$ cat src/shared/dma_mode_consts.vh
`ifndef DMA_MODE_CONSTS_VH
`define DMA_MODE_CONSTS_VH
// register byte offsets: channel control 0..3, then mode register
`define OFS_CTRL0 8'h00
`define OFS_CTRL1 8'h04
`define OFS_CTRL2 8'h08
`define OFS_CTRL3 8'h0c
`define OFS_MODE 8'h10
`define OFS_STATUS 8'h14
`define CTRL_RESET 32'h00000000
// field positions
`define B_DEST_WAIT 24
`define B_RSV_HI 23
`define B_RSV_LO 20
`define B_SENSE 19
`define B_ACCEPT_LVL 18
`define B_ACK_MODE 17
`define B_ACK_POL 16
`define B_DSTEP_HI 15
`define B_DSTEP_LO 14
`define B_SSTEP_HI 13
`define B_SSTEP_LO 12
`define B_RSRC_HI 11
`define B_RSRC_LO 8
`define B_BURST 7
`define B_ENABLE 0
// writable mask; bits 23..20 always read zero
`define CTRL_WMASK 32'hff0ffff7
`define CTRL_HI_CH_MASK 32'hfffafff7
// stepping encodings
`define STEP_FIXED 2'h0
`define STEP_INC 2'h1
`define STEP_DEC 2'h2
// request-source encodings
`define RS_EXT_DUAL 4'h0
`define RS_EXT_MEM2DEV 4'h2
`define RS_EXT_DEV2MEM 4'h3
`define RS_AUTO_EE 4'h4
`define RS_AUTO_EP 4'h5
`define RS_AUTO_PE 4'h6
`define RS_SER_TX 4'h8
`define RS_SER_RX 4'h9
`define RS_FSER_TX 4'ha
`define RS_FSER_RX 4'hb
`define RS_TMR_EE 4'hc
`define RS_TMR_EP 4'hd
`define RS_TMR_PE 4'he
`endif

$ cat src/design/edge_sampler.v
`timescale 1ns/1ps
// samples one request pin: low level or falling edge, one cycle registered
module edge_sampler (
	// clock and reset
	input wire clk,
	input wire arst_n,
	// control
	input wire edgeMode,
	input wire clearReq,
	// pin (active low request)
	input wire reqPin_n,
	// result
	output reg reqSeen_q
);
	reg prevPin_q;
	always @(posedge clk or negedge arst_n) begin
		if (!arst_n) begin
			prevPin_q <= 1'b1;
			reqSeen_q <= 1'b0;
		end else begin
			prevPin_q <= reqPin_n;
			if (!edgeMode)
				reqSeen_q <= ~reqPin_n;
			else if (prevPin_q && !reqPin_n)
				reqSeen_q <= 1'b1; // set wins over clear
			else if (clearReq)
				reqSeen_q <= 1'b0;
		end
	end
endmodule // edge_sampler

$ cat src/design/dma_channel_mode_control.v
// The Wishbone interface to the registers and the register addresses were chosen for this implementation.
`timescale 1ns/1ps
`include "dma_mode_consts.vh"
// Summary of operation
// - destination wait bit picks area five or six
// - bits 23 to 20 read zero
// - request sense: low level or falling edge
// - sense bit: ch0-1 normal, all on-demand
// - burst mode: level or edge burst by sense
// - accept output polarity; ch0-1 normal only
// - ack in read or write cycle; single always
// - ack mode channel validity by mode, variant
// - ack output polarity; ch0-1 normal only
// - destination step fixed, increment, decrement
// - destination step ignored memory to device
// - channel 0 on-demand forces step increment
// - source step fixed, increment, decrement
// - source step ignored device to memory
// - external request transfer types decoded
// - auto-request transfer types decoded
// - serial event triggers decoded
// - timer capture triggers decoded
// - external requests only on channels 0-1 normal
// - bus mode: cycle steal or burst
module dma_channel_mode_control (
	// clock and reset
	input wire clk,
	input wire arst_n,
	// wishbone slave
	input wire wb_cyc_i,
	input wire wb_stb_i,
	input wire wb_we_i,
	input wire [7:0] wb_adr_i,
	input wire [3:0] wb_sel_i,
	input wire [31:0] wb_dat_i,
	output reg [31:0] wb_dat_o,
	output wire wb_ack_o,
	output wire wb_err_o,
	// on-demand mode and variant strap
	input wire later_variant,
	// transfer request format received on channel 0 (pulse)
	input wire request_format_rx,
	// external request pins, active low, per channel
	input wire [3:0] transfer_request_pin_n,
	// on-chip event sources
	input wire serial_tx_empty,
	input wire serial_rx_full,
	input wire fifo_serial_tx_empty,
	input wire fifo_serial_rx_full,
	input wire timer_capture,
	// engine side: cycle phase for the active channel
	input wire [1:0] active_ch,
	input wire read_phase,
	input wire write_phase,
	input wire accept_now,
	input wire [2:0] xfer_size,
	// outputs
	output reg [3:0] request_accept_out,
	output reg [3:0] transfer_ack_out,
	output reg [3:0] ch_request,
	output reg use_area6_wait,
	output reg [7:0] dest_step,
	output reg [7:0] src_step,
	output reg [3:0] burst_edge,
	output reg [3:0] burst_level,
	output reg [3:0] to_peripheral,
	output reg [3:0] from_peripheral,
	output reg [3:0] single_addr
);
	reg [31:0] ctrl_q [0:3];
	reg on_demand_mode_q;
	reg ackPend_q;
	reg [31:0] rdData_d;
	reg hit;
	wire acc = wb_cyc_i & wb_stb_i;
	wire [3:0] reqSeen;
	wire [3:0] extSense;
	wire [3:0] extAllowed;
	wire [3:0] chEnable;
	integer k;

	always @* begin
		case (wb_adr_i)
		`OFS_CTRL0, `OFS_CTRL1, `OFS_CTRL2, `OFS_CTRL3, `OFS_MODE, `OFS_STATUS: hit = 1'b1;
		default: hit = 1'b0;
		endcase
	end
	// ack one cycle after the strobe, dropped the cycle after
	assign wb_ack_o = ackPend_q & acc & hit;
	assign wb_err_o = ackPend_q & acc & ~hit;

	always @(posedge clk or negedge arst_n) begin
		if (!arst_n)
			ackPend_q <= 1'b0;
		else
			ackPend_q <= acc & ~ackPend_q;
	end

	// byte-lane merge; reserved bits masked so they stay zero
	function [31:0] merge;
		input [31:0] old;
		input [31:0] nw;
		input [3:0] sel;
		input [31:0] mask;
		integer b;
		begin
			merge = old;
			for (b = 0; b < 4; b = b + 1)
				if (sel[b])
					merge[b*8 +: 8] = nw[b*8 +: 8];
			merge = merge & mask;
		end
	endfunction

	genvar g;
	generate
		for (g = 0; g < 4; g = g + 1) begin : gCh
			wire [31:0] wmask = (g < 2) ? `CTRL_WMASK : (`CTRL_WMASK & `CTRL_HI_CH_MASK);
			wire wrHit = wb_ack_o & wb_we_i && (wb_adr_i == (`OFS_CTRL0 + 8'h04 * g));
			always @(posedge clk or negedge arst_n) begin
				if (!arst_n)
					ctrl_q[g] <= `CTRL_RESET;
				else if (g == 0 && on_demand_mode_q && request_format_rx) begin
					// fixed settings; step fields forced to increment
					ctrl_q[g] <= (ctrl_q[g] & 32'h00ff00f8) | 32'h00005001;
					ctrl_q[g][`B_SENSE] <= ctrl_q[g][`B_SENSE];
					ctrl_q[g][18:16] <= 3'h0;
				end else if (wrHit)
					ctrl_q[g] <= merge(ctrl_q[g], wb_dat_i, wb_sel_i, wmask);
			end
			wire [31:0] c = ctrl_q[g];
			// sense bit only counts where valid; else level detect
			assign extSense[g] = c[`B_SENSE] & ((g < 2) | on_demand_mode_q);
			// external requests on ch2-3 only in on-demand mode
			assign extAllowed[g] = (g < 2) | on_demand_mode_q;
			assign chEnable[g] = c[`B_ENABLE];
			edge_sampler uSamp (
				.clk(clk),
				.arst_n(arst_n),
				.edgeMode(extSense[g]),
				.clearReq(accept_now && active_ch == g),
				.reqPin_n(transfer_request_pin_n[g]),
				.reqSeen_q(reqSeen[g])
			);
		end
	endgenerate

	always @(posedge clk or negedge arst_n) begin
		if (!arst_n)
			on_demand_mode_q <= 1'b0;
		else if (wb_ack_o && wb_we_i && wb_adr_i == `OFS_MODE && wb_sel_i[0])
			on_demand_mode_q <= wb_dat_i[0];
	end

	// register readback
	always @* begin
		case (wb_adr_i)
		`OFS_CTRL0: rdData_d = ctrl_q[0];
		`OFS_CTRL1: rdData_d = ctrl_q[1];
		`OFS_CTRL2: rdData_d = ctrl_q[2];
		`OFS_CTRL3: rdData_d = ctrl_q[3];
		`OFS_MODE: rdData_d = {31'h0, on_demand_mode_q};
		`OFS_STATUS: rdData_d = {28'h0, reqSeen};
		default: rdData_d = 32'h00000000;
		endcase
	end

	always @(posedge clk or negedge arst_n) begin
		if (!arst_n)
			wb_dat_o <= 32'h00000000;
		else if (acc && !ackPend_q)
			wb_dat_o <= rdData_d;
	end

	// step amount in bytes for a size code
	function [7:0] stepBytes;
		input [2:0] sz;
		begin
			case (sz)
			3'h0: stepBytes = 8'h08;
			3'h1: stepBytes = 8'h01;
			3'h2: stepBytes = 8'h02;
			3'h3: stepBytes = 8'h04;
			3'h4: stepBytes = 8'h20;
			default: stepBytes = 8'h00;
			endcase
		end
	endfunction

	function [7:0] stepOf;
		input [1:0] mode;
		input [7:0] amt;
		begin
			case (mode)
			`STEP_INC: stepOf = amt;
			`STEP_DEC: stepOf = 8'h00 - amt;
			default: stepOf = 8'h00; // fixed; 11 undefined
			endcase
		end
	endfunction

	// combinational decode of the active channel and per-channel sources
	reg [31:0] a;
	reg [3:0] rs;
	reg ackValid;
	reg ackPolValid;
	reg asserted;
	always @* begin
		a = ctrl_q[active_ch];
		rs = a[`B_RSRC_HI:`B_RSRC_LO];
		use_area6_wait = a[`B_DEST_WAIT];
		dest_step = stepOf(a[`B_DSTEP_HI:`B_DSTEP_LO], stepBytes(xfer_size));
		src_step = stepOf(a[`B_SSTEP_HI:`B_SSTEP_LO], stepBytes(xfer_size));
		if (rs == `RS_EXT_MEM2DEV)
			dest_step = 8'h00;
		if (rs == `RS_EXT_DEV2MEM)
			src_step = 8'h00;
		for (k = 0; k < 4; k = k + 1) begin
			rs = ctrl_q[k][`B_RSRC_HI:`B_RSRC_LO];
			single_addr[k] = (rs == `RS_EXT_MEM2DEV) | (rs == `RS_EXT_DEV2MEM);
			to_peripheral[k] = (rs == `RS_AUTO_EP) | (rs == `RS_TMR_EP) | (rs == `RS_SER_TX)
				| (rs == `RS_FSER_TX);
			from_peripheral[k] = (rs == `RS_AUTO_PE) | (rs == `RS_TMR_PE) | (rs == `RS_SER_RX)
				| (rs == `RS_FSER_RX);
			case (rs)
			`RS_EXT_DUAL, `RS_EXT_MEM2DEV, `RS_EXT_DEV2MEM:
				ch_request[k] = extAllowed[k] & reqSeen[k];
			`RS_AUTO_EE, `RS_AUTO_EP, `RS_AUTO_PE:
				ch_request[k] = 1'b1;
			`RS_SER_TX: ch_request[k] = serial_tx_empty;
			`RS_SER_RX: ch_request[k] = serial_rx_full;
			`RS_FSER_TX: ch_request[k] = fifo_serial_tx_empty;
			`RS_FSER_RX: ch_request[k] = fifo_serial_rx_full;
			`RS_TMR_EE, `RS_TMR_EP, `RS_TMR_PE:
				ch_request[k] = timer_capture;
			default: ch_request[k] = 1'b0;
			endcase
			ch_request[k] = ch_request[k] & chEnable[k];
			burst_edge[k] = ctrl_q[k][`B_BURST] & extSense[k];
			burst_level[k] = ctrl_q[k][`B_BURST] & ~extSense[k];
			// polarity bits only honoured on ch0-1 in normal mode
			ackPolValid = (k < 2) & ~on_demand_mode_q;
			// ack cycle mode validity
			if (!on_demand_mode_q)
				ackValid = (k < 2);
			else
				ackValid = (k != 0) | later_variant;
			asserted = 1'b0;
			if (active_ch == k[1:0]) begin
				if (single_addr[k])
					asserted = read_phase | write_phase;
				else if (ackValid && ctrl_q[k][`B_ACK_MODE])
					asserted = write_phase;
				else
					asserted = read_phase;
			end
			transfer_ack_out[k] = asserted ^ (ackPolValid & ctrl_q[k][`B_ACK_POL]);
			request_accept_out[k] = (accept_now && active_ch == k[1:0])
				^ (ackPolValid & ctrl_q[k][`B_ACCEPT_LVL]);
		end
	end
endmodule // dma_channel_mode_control

$ cat config.mk
export PLATFORM = sky130hd
export DESIGN_NAME = dma_channel_mode_control
export DESIGN_NICKNAME = d
export VERILOG_FILES = /design/src/design/edge_sampler.v /design/src/design/dma_channel_mode_control.v
export VERILOG_INCLUDE_DIRS = /design/src /design/src/shared
export SDC_FILE = /design/constraint.sdc
export NUM_CORES = 1
export LEC_CHECK = 0
export ABC_AREA = 1
export BUFFER_PORTS_ARGS = -buffer_cell sky130_fd_sc_hd__clkbuf_2
export CAP_MARGIN = 20
export CORE_MARGIN = 10
export CORE_UTILIZATION = 40
export DETAILED_ROUTE_END_ITERATION = 8
export HOLD_SLACK_MARGIN = 0.02
export MAX_ROUTING_LAYER = met4
export SETUP_SLACK_MARGIN = 0.3
export SYNTH_ARGS = -nofsm -noshare
export SYNTH_HDL_FRONTEND = slang
export SYNTH_HIERARCHICAL = 1
export SYNTH_SLANG_ARGS = --single-unit
$ cat constraint.sdc
create_clock -name clk -period 2.5 [get_ports clk]
set_input_delay 0.25 -clock clk [delete_from_list [all_inputs] [get_ports clk]]
set_output_delay 0.25 -clock clk [all_outputs]
set_load 0.1 [all_outputs]
==> results of run 1 <==
[stage by stage]
stage	worst slack (ns)	instances	power, mW
after detailed placement	0.197	1456	3.01
after CTS	0.0355	1495	6.01
after floorplan	-0.0888	1068	2.75
final	0.105	1499	6.02
after global routing	0.00243	1499	6.21
after global placement	0.234	1456	3.00
[layer usage]
layer	GRT usage, %	up-vias	part of all wire (%)
li1	-	3773	-
met1	28.5	3709	44
met2	34.0	337	47
met3	4.44	30	7.5
met4	6.82	0	1.9
met5	-	-	0
[cell families (layout without fill, tap and decap cells)]
logic type / count (synthesis) / in the layout / share of synthesized area [%]
AOI/OAI and AO/OA: 211 / 211 / 14.9
xor gates and xnor gates: 5 / 5 / 0.565
adders and majority gates: 5 / 5 / 0.806
buffers and inverters: 174 / 345 / 9.03
DFF: 142 / 142 / 45.9
other: 1 / 4 / 0.0483
and+or+nand+nor: 527 / 527 / 28.8
[what timing repair did]
action | CTS | global route
gates resized for setup | 28 | 58
setup buffers | 3 | 4
pin swaps | 18 | 24
setup endpoints to repair | 24 | 27
hold buffers | 5 | 0
hold endpoints to repair | 43 | 0
[sequential cells by signal (all words and copies together) (netlist names)]
| register | cells |
|---|---|
| ackPend_q | 1 |
| gCh.uSamp/reqSeen_q | 4 |
| wb_dat_o | 28 |
| gCh.uSamp/prevPin_q | 4 |
| gCh.c | 104 |
| on_demand_mode_q | 1 |
[cell usage in the layout, fill, tap and decap left out, types with 7 or more instances in the layout]
master     instances
nor2_2            13
o22ai_2            8
buf_12            20
inv_1            113
o21ai_1           11
clkbuf_2         115
nor3_1             7
nand2_1          328
nand3_1           81
nand4_1            8
bufinv_16          7
o21ai_0          134
dfrtp_1          136
nand2_2           11
inv_2             17
clkbuf_16         17
o22ai_1            9
buf_4             28
a21oi_1           18
nor2_1            43
buf_6              7
nor2_4            22
[layout make-up]
class / instances / area [um2] / area share [%]
clock buffers: 19 / 443 / 4.26
clock inverters: 12 / 239 / 2.30
inverters: 135 / 529 / 5.09
multi-input cells: 752 / 3940 / 37.9
flip-flops and latches: 142 / 3560 / 34.3
well taps: 260 / 325 / 3.13
repair buffers: 179 / 1360 / 13.0
[worst max path at each step]
stage	start	to	slack, ns	cells after the start
after global placement	active_ch[1]	src_step[3]	0.23	12
final	gCh[1].c[12]	src_step[3]	0.11	9
after global routing	gCh[1].c[12]	src_step[0]	0.002	10
after CTS	gCh[1].c[13]	src_step[6]	0.04	9
after floorplan	gCh[2].c[10]	transfer_ack_out[2]	-0.09	5
after detailed placement	active_ch[1]	src_step[1]	0.20	12
[power groups by stage]
| stage | Sequential (mW) | Combinational (mW) | Clock [mW] |
|---|---|---|---|
| final | 2.33 | 0.691 | 2.99 |
| after global routing | 2.33 | 0.736 | 3.15 |
| after CTS | 2.33 | 0.655 | 3.02 |
| after detailed placement | 2.37 | 0.632 | 0 |
| after global placement | 2.37 | 0.629 | 0 |
| after floorplan | 2.41 | 0.342 | 0 |
[worst max-delay path: cells and delay by family, from the launching register on]
kind	cells	cell delay [ns]
AO/OA/AOI/OAI	3	0.47
buffers and inverters	3	0.32
AND/OR/NAND/NOR	2	0.24
adder cells (fa/ha/maj)	1	0.29
flip-flops	1	0.38
==> run_results.csv, run 1 <==
group,metric,value,unit
status,run_status,"finished clean",
setup_path,worst-setup-path-type,"reg2out",
pwr,switching_power,1.53,mW
setup_path,cp_slowest_cell,"dfrtp_1",
pwr,p_int,4.49,mW
cts,numCtsBuffers,17,
cts,cts.clk_slew.worst_paths,0.06,ns
final_layout,syn2layout_area_growth,34.0,%
final_layout,utilization,55.0,%
synthesis,synth_area_leaders,"dfrtp_1 45%, nand2_1 16%, o21ai_0 8.9%",
synthesis,synth_edf_count,0,
min_path,min_to,"gCh[0].c[16]",
setup_path,ff2ff_path_depth,7,
timing,hold_viol,0,
setup_path,end_kind,"output pin",
final_layout,num-fill-cells,1863,
timing,rsz0062_at_grt,"true",
route,wl,27400,um
global_route,track_usage,22.0,%
min_path,hold_start,"wb_dat_i[16]",
die,die_h,159,um
synthesis,syn_area,7760,um2
timing,fin_hold_ws,0.0717,ns
setup_path,regToRegStartpoint,"ackPend_q",
timing,post-route-period-util,95.8,%
placed_design,place_congestion,0.940,
route,drt_iter0_drc,699,
synthesis,synth_largest_area_cell,"dfrtp_1",
setup_path,cpPeakStageDelay,0.38,ns
pwr,p_seq_share,38.8,%
final_layout,drive_gt1_share,26.4,%
synthesis,netlist_top_cells_count,"338 x nand2_1, 138 x dfrtp_1, 138 x o21ai_0",
global_route,grt_max_degree,53,
final_layout,final_area,10400,um2
timing,worstMarginPinSlew,0.781,ns
global_route,grt_first_pass_wirelength,43500,um
placed_design,dp_hpwl,19900,um
run,cap_violations,0,
min_path,min_path_type,"in2reg",
die,io_pins,151,
timing,maxSlewHeadroom,47.5,%
final_layout,diodes,0,
die,coreArea,18900,um2
synthesis,ys_seq_elements,142,
timing,finalSetupViolations,0,
timing,fin_setup_tns,0,ns
setup_path,required,2.25,ns
cts,root_buffer,"clkbuf_16",
setup_path,r2r_setup_slack,0.54,ns
setup_path,crit_arrival,2.14,ns
synthesis,synth_ff_type,"dfrtp_1",
pwr,power_leakage,5.31,nW
cts,clk_path_buf_depth,2,
setup_path,r2r-end,"gCh[1].c[12]",
pwr,vdd_drop_max,500,uV
synthesis,synth_seq_area_share,45.9,%
global_route,grt_antenna_before_repair,0,
cts,cts_tree,"yes",
synthesis,synth.top_cell.area_share,44.5,%
synthesis,yosys_warnings,6,
die,die_w,159,um
timing,fmax,0.418,GHz
route,dr.pass1.iters,5,
global_route,grt_overflow_total,0,
synthesis,yosysUniqueCellTypes,36,
setup_path,start_kind,"flop",
synthesis,netlist_instances,1065,
min_path,hold_path_depth,3,
route,drc,0,
route,wl_per_cell,18.3,um
die,num_rows,50,
route,vias,7849,
timing,min_period,2.39,ns
synthesis,syn_area_per_cell,7.29,um2
cts,clock-sinks,142,
setup_path,critPathMaxFanout,5,
die,start_util,41.1,%
global_route,grt_pass1_vias,7689,
cts,clock_latency,0.43,ns
cts,h-tree-depth,4,
pwr,power_density,579,nW/um2
final_layout,nNetsFinal,1300,
placed_design,port_buffers,141,
placed_design,placed_area,9360,um2
pwr,combPwrFrac,11.5,%
timing,maxSlewViolCount,0,
timing,clock_skew,0.00606,ns
pwr,clock_power_share,49.8,%
route,viasPerCell,5.24,
die,dieArea,25400,um2
route,drt.antenna.violating_nets,0,
synthesis,yosys.cell_count.top_type,"nand2_1",
pwr,p_sw_share,25.5,%
synthesis,synthArstFlopShare,100,%
setup_path,crit_chain,"inv_1, o21ai_1, a221oi_2, ha_2, inv_4, o22ai_1, nand2_1, nor2_4, buf_12",
Power figures use the tool's default switching activity.
==> inputs of run 2 (changes only) <==
--- a/config.mk
+++ b/config.mk
@@ -14,6 +14,7 @@
 export DETAILED_ROUTE_END_ITERATION = 8
 export HOLD_SLACK_MARGIN = 0.02
 export MAX_ROUTING_LAYER = met4
+export RECOVER_POWER = 50
 export SETUP_SLACK_MARGIN = 0.3
 export SYNTH_ARGS = -nofsm -noshare
 export SYNTH_HDL_FRONTEND = slang
==> constraint.sdc (replaced) <==
create_clock -name clk -period 2.6 [get_ports clk]
set_input_delay 0.26 -clock clk [delete_from_list [all_inputs] [get_ports clk]]
set_output_delay 0.26 -clock clk [all_outputs]
set_load 0.1 [all_outputs]
==> run 2 against run 1 <==
  * Critical path depth fell by 1
  * Critical path type unchanged
  * Utilization decreased by 0.96 points
  * The flow now finishes with violations (capacitance limit, slew limit)
  * Clock-buffer cell count is 5 higher
==> run_results.csv, run 2 (synthesis gave the netlist of run 1 again) <==
group,metric,value,unit
timing,post-route-period-util,94.6,%
pwr,power_density,519,nW/um2
route,drt.antenna.violating_nets,0,
pwr,vdd_drop_max,474,uV
setup_path,worst-setup-path-type,"reg2out",
die,die_w,159,um
final_layout,largest_register_ffs,104,
placed_design,placed_cells,1460,
die,die_h,159,um
setup_path,crit_family,"compound AO/OA/AOI/OAI gates",
die,coreArea,18900,um2
cts,numCtsBuffers,17,
route,drt_iter0_drc,590,
placed_design,place_congestion,0.932,
pwr,finalPower,5.30,mW
pwr,power_leakage,5.17,nW
timing,clock_skew,0.00919,ns
final_layout,syn2layout_area_growth,31.6,%
setup_path,cp_slowest_cell,"dfrtp_1",
setup_path,required,2.34,ns
final_layout,nNetsFinal,1303,
placed_design,port_buffers,141,
cts,clock_latency,0.43,ns
pwr,combPwrFrac,12.5,%
final_layout,final_common_cell,"nand2_1",
timing,fmax,0.406,GHz
min_path,min_path_type,"in2reg",
cts,h-tree-depth,4,
final_layout,drive_gt1_share,23.7,%
placed_design,dp_hpwl,19900,um
setup_path,end_kind,"output pin",
pwr,p_int,3.82,mW
cts,cts.clk_slew.worst_paths,0.06,ns
timing,maxSlewHeadroom,-12.5,%
global_route,grt_max_degree,66,
route,wl,27600,um
route,drc,0,
timing,hold_viol,0,
global_route,grt_first_pass_wirelength,43600,um
setup_path,path_buf_inv,3,
route,vias,7815,
final_layout,final_cell_mix,"326 x nand2_1, 138 x dfrtp_1, 136 x o21ai_0",
timing,rsz0062_at_grt,"true",
setup_path,crit_arrival,2.20,ns
final_layout,instances_no_fill,1504,
global_route,track_usage,22.0,%
status,run_status,"complete, but fails checks",
cts,clk_path_buf_depth,2,
timing,finalSetupViolations,0,
pwr,switching_power,1.48,mW
die,num_rows,50,
global_route,grt_pass1_vias,7789,
cts,root_buffer,"clkbuf_16",
timing,maxSlewViolCount,65,
placed_design,dp_slack,0.248,ns
route,viasPerCell,5.20,
cts,clock-sinks,142,
timing,fin_setup_tns,0,ns
route,wl_per_cell,18.3,um
status,violations,"capacitance limit, slew limit",
final_layout,num-fill-cells,1894,
pwr,p_seq_share,42.3,%
die,start_util,41.1,%
timing,min_period,2.46,ns
setup_path,crit_chain,"a221oi_2, o21a_2, inv_2, ha_4, inv_6, nand3_2, nor2_4, buf_12",
cts,cts_tree,"yes",
route,dr.pass1.iters,5,
die,io_pins,151,
setup_path,cpPeakStageDelay,0.41,ns
setup_path,critPathMaxFanout,6,
setup_path,start_kind,"flop",
pwr,p_sw_share,28.0,%
timing,worstMarginPinSlew,1.69,ns
timing,final.setup.worst_slack,0.139,ns
global_route,grt_antenna_before_repair,1,
die,dieArea,25400,um2
global_route,grt_overflow_total,0,
run,cap_violations,1,
pwr,clock_power_share,45.3,%
==> run 2: cell types whose count changed in the layout (fill, tap and decap cells not counted), sizes merged <==
cell	before	now
clkbuf	137	149
clkinvlp	0	1
buf	56	52
inv	136	135
bufinv	7	1
clkinv	4	6
diode	0	1
==> run 2: worst paths after layout <==
check	from	end	slack, ns	cells after the start
max reg2reg	ackPend_q	gCh[2].c[6]	0.42	7
max	gCh[0].c[14]	dest_step[7]	0.14	8
min	wb_dat_i[18]	gCh[0].c[18]	0.05	3
max in group asynchronous	arst_n	gCh[0].c[7]	0.52	3
min reg2reg	gCh[1].c[18]	gCh[1].c[18]	0.47	2
min in group asynchronous	arst_n	wb_dat_o[26]	0.81	2
==> run 2: tightest hold or removal path, cell delays in order <==
cell      delay, ns
clkbuf_2       0.09
nand2_1        0.05
nand2_1        0.05
==> run 2: metal layers <==
layer | wire length (um) | GRT usage, % | vias to the layer above
met1 | 12800 | 30.0 | 3692
met5 | 0 | - | -
li1 | - | - | 3769
met3 | 2090 | 5.14 | 37
met4 | 510 | 6.87 | 0
met2 | 12100 | 31.8 | 317
==> run 2: power groups by stage <==
stage | Sequential [mW] | Combinational (mW) | Clock (mW)
after global routing | 2.24 | 0.709 | 2.53
after floorplan | 2.31 | 0.326 | 0
final | 2.24 | 0.662 | 2.40
after global placement | 2.28 | 0.601 | 0
after detailed placement | 2.28 | 0.604 | 0
after CTS | 2.24 | 0.622 | 2.43
==> run 2: through the flow <==
stage          util [%]  hold slack (ns)  area, um2
2_1_floorplan         -          -0.0356       8040
3_3_place_gp       49.4            0.298       9340
3_5_place_dp       49.5            0.300       9350
4_1_cts            53.1           0.0471      10000
5_1_grt            54.1           0.0606      10200
6_report           54.1           0.0523      10200
==> run 2: what timing repair did <==
action	CTS	global route
endpoints found under the setup margin	21	22
resized for setup	21	61
pin swaps	21	26
setup buffers	1	5
hold buffers	5	0
cloned	0	0
hold endpoints to repair	62	0
==> run 2: layout make-up <==
cell class | count | area (um2) | area share [%]
multi-input cells | 752 | 3940 | 38.6
flip-flops and latches | 142 | 3560 | 34.8
repair buffers | 182 | 1280 | 12.6
inverters | 135 | 529 | 5.18
clock buffers | 24 | 492 | 4.81
well taps | 260 | 325 | 3.19
clock inverters | 8 | 82.6 | 0.809
diodes | 1 | 2.50 | 0.0245
==> inputs of run 3 (changes only) <==
--- a/config.mk
+++ b/config.mk
@@ -11,6 +11,7 @@
 export CAP_MARGIN = 20
 export CORE_MARGIN = 10
 export CORE_UTILIZATION = 40
+export CTS_BUF_LIST = sky130_fd_sc_hd__clkbuf_8
 export DETAILED_ROUTE_END_ITERATION = 8
 export HOLD_SLACK_MARGIN = 0.02
 export MAX_ROUTING_LAYER = met4
==> run 3 against run 2 <==
  * The run still ends with capacitance limit, slew limit left
  * Clock power is 27% lower
  * Total power decreased by 12%
  * Worst hold slack improved by 0.0023 ns
  * Sequential share of layout area is 0.47 points higher
  * Largest cell class unchanged
  * Highest routed layer unchanged
==> run_results.csv, run 3 (synthesis gave the netlist of run 1 again) <==
group,metric,value,unit
timing,worstMarginPinSlew,1.67,ns
min_path,min_path_type,"in2reg",
final_layout,nNetsFinal,1309,
setup_path,crit_chain,"a221oi_2, o21a_2, ha_4, inv_1, o22ai_2, nand2_2, nor2_4, buf_12",
die,start_util,41.1,%
cts,cts_tree,"yes",
final_layout,drive_gt1_share,24.4,%
route,dr_wl_met2,12100,um
global_route,grt_overflow_total,0,
final_layout,utilization,53.4,%
run,cap_violations,2,
setup_path,required,2.34,ns
timing,post-route-period-util,96.0,%
global_route,grt_max_degree,66,
pwr,finalPower,4.66,mW
final_layout,final_common_cell,"nand2_1",
status,violations,"capacitance limit, slew limit",
setup_path,start_kind,"flop",
timing,hold_viol,0,
timing,fin_setup_tns,0,ns
final_layout,num-fill-cells,1904,
placed_design,placed_area,9350,um2
die,io_pins,151,
min_path,hold_start,"wb_dat_i[25]",
placed_design,dp_slack,0.248,ns
min_path,min_to,"gCh[3].c[25]",
timing,finalSetupViolations,0,
placed_design,port_buffers,141,
route,wl,27500,um
final_layout,syn2layout_area_growth,29.9,%
setup_path,critPathMaxFanout,5,
final_layout,final_area,10100,um2
pwr,power_leakage,5.14,nW
route,highest_layer,"met4",
final_layout,largest_register_ffs,104,
route,dr.pass1.iters,5,
setup_path,r2r-end,"gCh[0].c[24]",
placed_design,dp_hpwl,19900,um
global_route,track_usage,21.9,%
cts,numCtsBuffers,17,
route,wl_met1,12900,um
timing,rsz0062_at_grt,"true",
route,wl_met3,1890,um
die,dieArea,25400,um2
route,drc,0,
setup_path,worst-setup-path-type,"reg2out",
final_layout,instances_no_fill,1510,
setup_path,crit_arrival,2.24,ns
cts,clock_latency,0.46,ns
route,drt.antenna.violating_nets,0,
die,die_w,159,um
cts,cts.clk_slew.worst_paths,0.09,ns
cts,clk_path_buf_depth,2,
global_route,grt_first_pass_wirelength,43300,um
setup_path,path_depth,8,
setup_path,path_buf_inv,2,
placed_design,placed_cells,1460,
global_route,grt_pass1_vias,7792,
timing,min_period,2.50,ns
timing,maxSlewViolCount,92,
timing,clock_skew,0.0128,ns
status,run_status,"complete, but fails checks",
pwr,power_density,462,nW/um2
cts,clock-sinks,142,
setup_path,r2r_setup_slack,0.14,ns
timing,maxSlewHeadroom,-11.6,%
timing,final.setup.worst_slack,0.105,ns
cts,root_buffer,"clkbuf_8",
setup_path,end_kind,"output pin",
die,coreArea,18900,um2
setup_path,ff2ff_path_depth,8,
setup_path,cpPeakStageDelay,0.41,ns
route,vias,7785,
global_route,grt_antenna_before_repair,1,
pwr,vdd_drop_max,303,uV
min_path,hold_path_depth,3,
route,wl_per_cell,18.2,um
setup_path,cp_slowest_cell,"dfrtp_1",
die,die_h,159,um
timing,fmax,0.401,GHz
timing,fin_hold_ws,0.0546,ns
setup_path,regToRegStartpoint,"ackPend_q",
route,viasPerCell,5.16,
placed_design,place_congestion,0.932,
final_layout,final_cell_mix,"325 x nand2_1, 137 x dfrtp_1, 136 x o21ai_0",
die,num_rows,50,
setup_path,crit_family,"compound AO/OA/AOI/OAI gates",
cts,h-tree-depth,4,
route,drt_iter0_drc,592,
run 3: worst max-delay path by stage:
stage	startpoint	endpoint	slack, ns
finish	gCh[0].c[15]	dest_step[2]	0.10
global route	gCh[1].c[15]	dest_step[2]	-0.05
CTS	gCh[1].c[14]	dest_step[6]	0.02
detailed placement	active_ch[0]	dest_step[6]	0.25
global placement	active_ch[0]	dest_step[6]	0.07
floorplan	gCh[2].c[10]	transfer_ack_out[2]	0.001
run 3: where the power goes:
| group | total [mW] | internal [mW] | switching, mW |
|---|---|---|---|
| clock | 1.74 | 0.852 | 0.892 |
| combinational | 0.675 | 0.180 | 0.495 |
| sequential | 2.24 | 2.23 | 0.0120 |
| total | 4.66 | 3.26 | 1.40 |
run 3: final cells by class:
cell class | count | area [um2] | share of cell area (%)
Antenna cell | 1 | 2.50 | 0.0248
Clock buffer | 21 | 289 | 2.87
Clock inverter | 11 | 93.8 | 0.931
Inverter | 135 | 529 | 5.25
Multi-Input combinational cell | 752 | 3940 | 39.0
Sequential cell | 142 | 3560 | 35.3
Tap cell | 260 | 325 | 3.23
Timing Repair Buffer | 188 | 1350 | 13.4
run 3: timing repair:
item | CTS | global route
endpoints found under the hold margin | 64 | 0
endpoints found under the setup margin | 21 | 24
hold buffers | 7 | 0
pin swaps | 18 | 31
gates resized for setup | 21 | 68
buffers inserted | 1 | 9
run 3: layer usage:
layer | global-route usage, % | up-vias
met5 | - | -
met4 | 6.57 | 0
met3 | 4.93 | 36
met2 | 31.5 | 297
met1 | 30.1 | 3677
li1 | - | 3775
run 3: worst min-delay path: cells and delay by family:
| family | cells | cell delay (ns) |
|---|---|---|
| AND/OR/NAND/NOR | 2 | 0.11 |
| buffers and inverters | 1 | 0.11 |
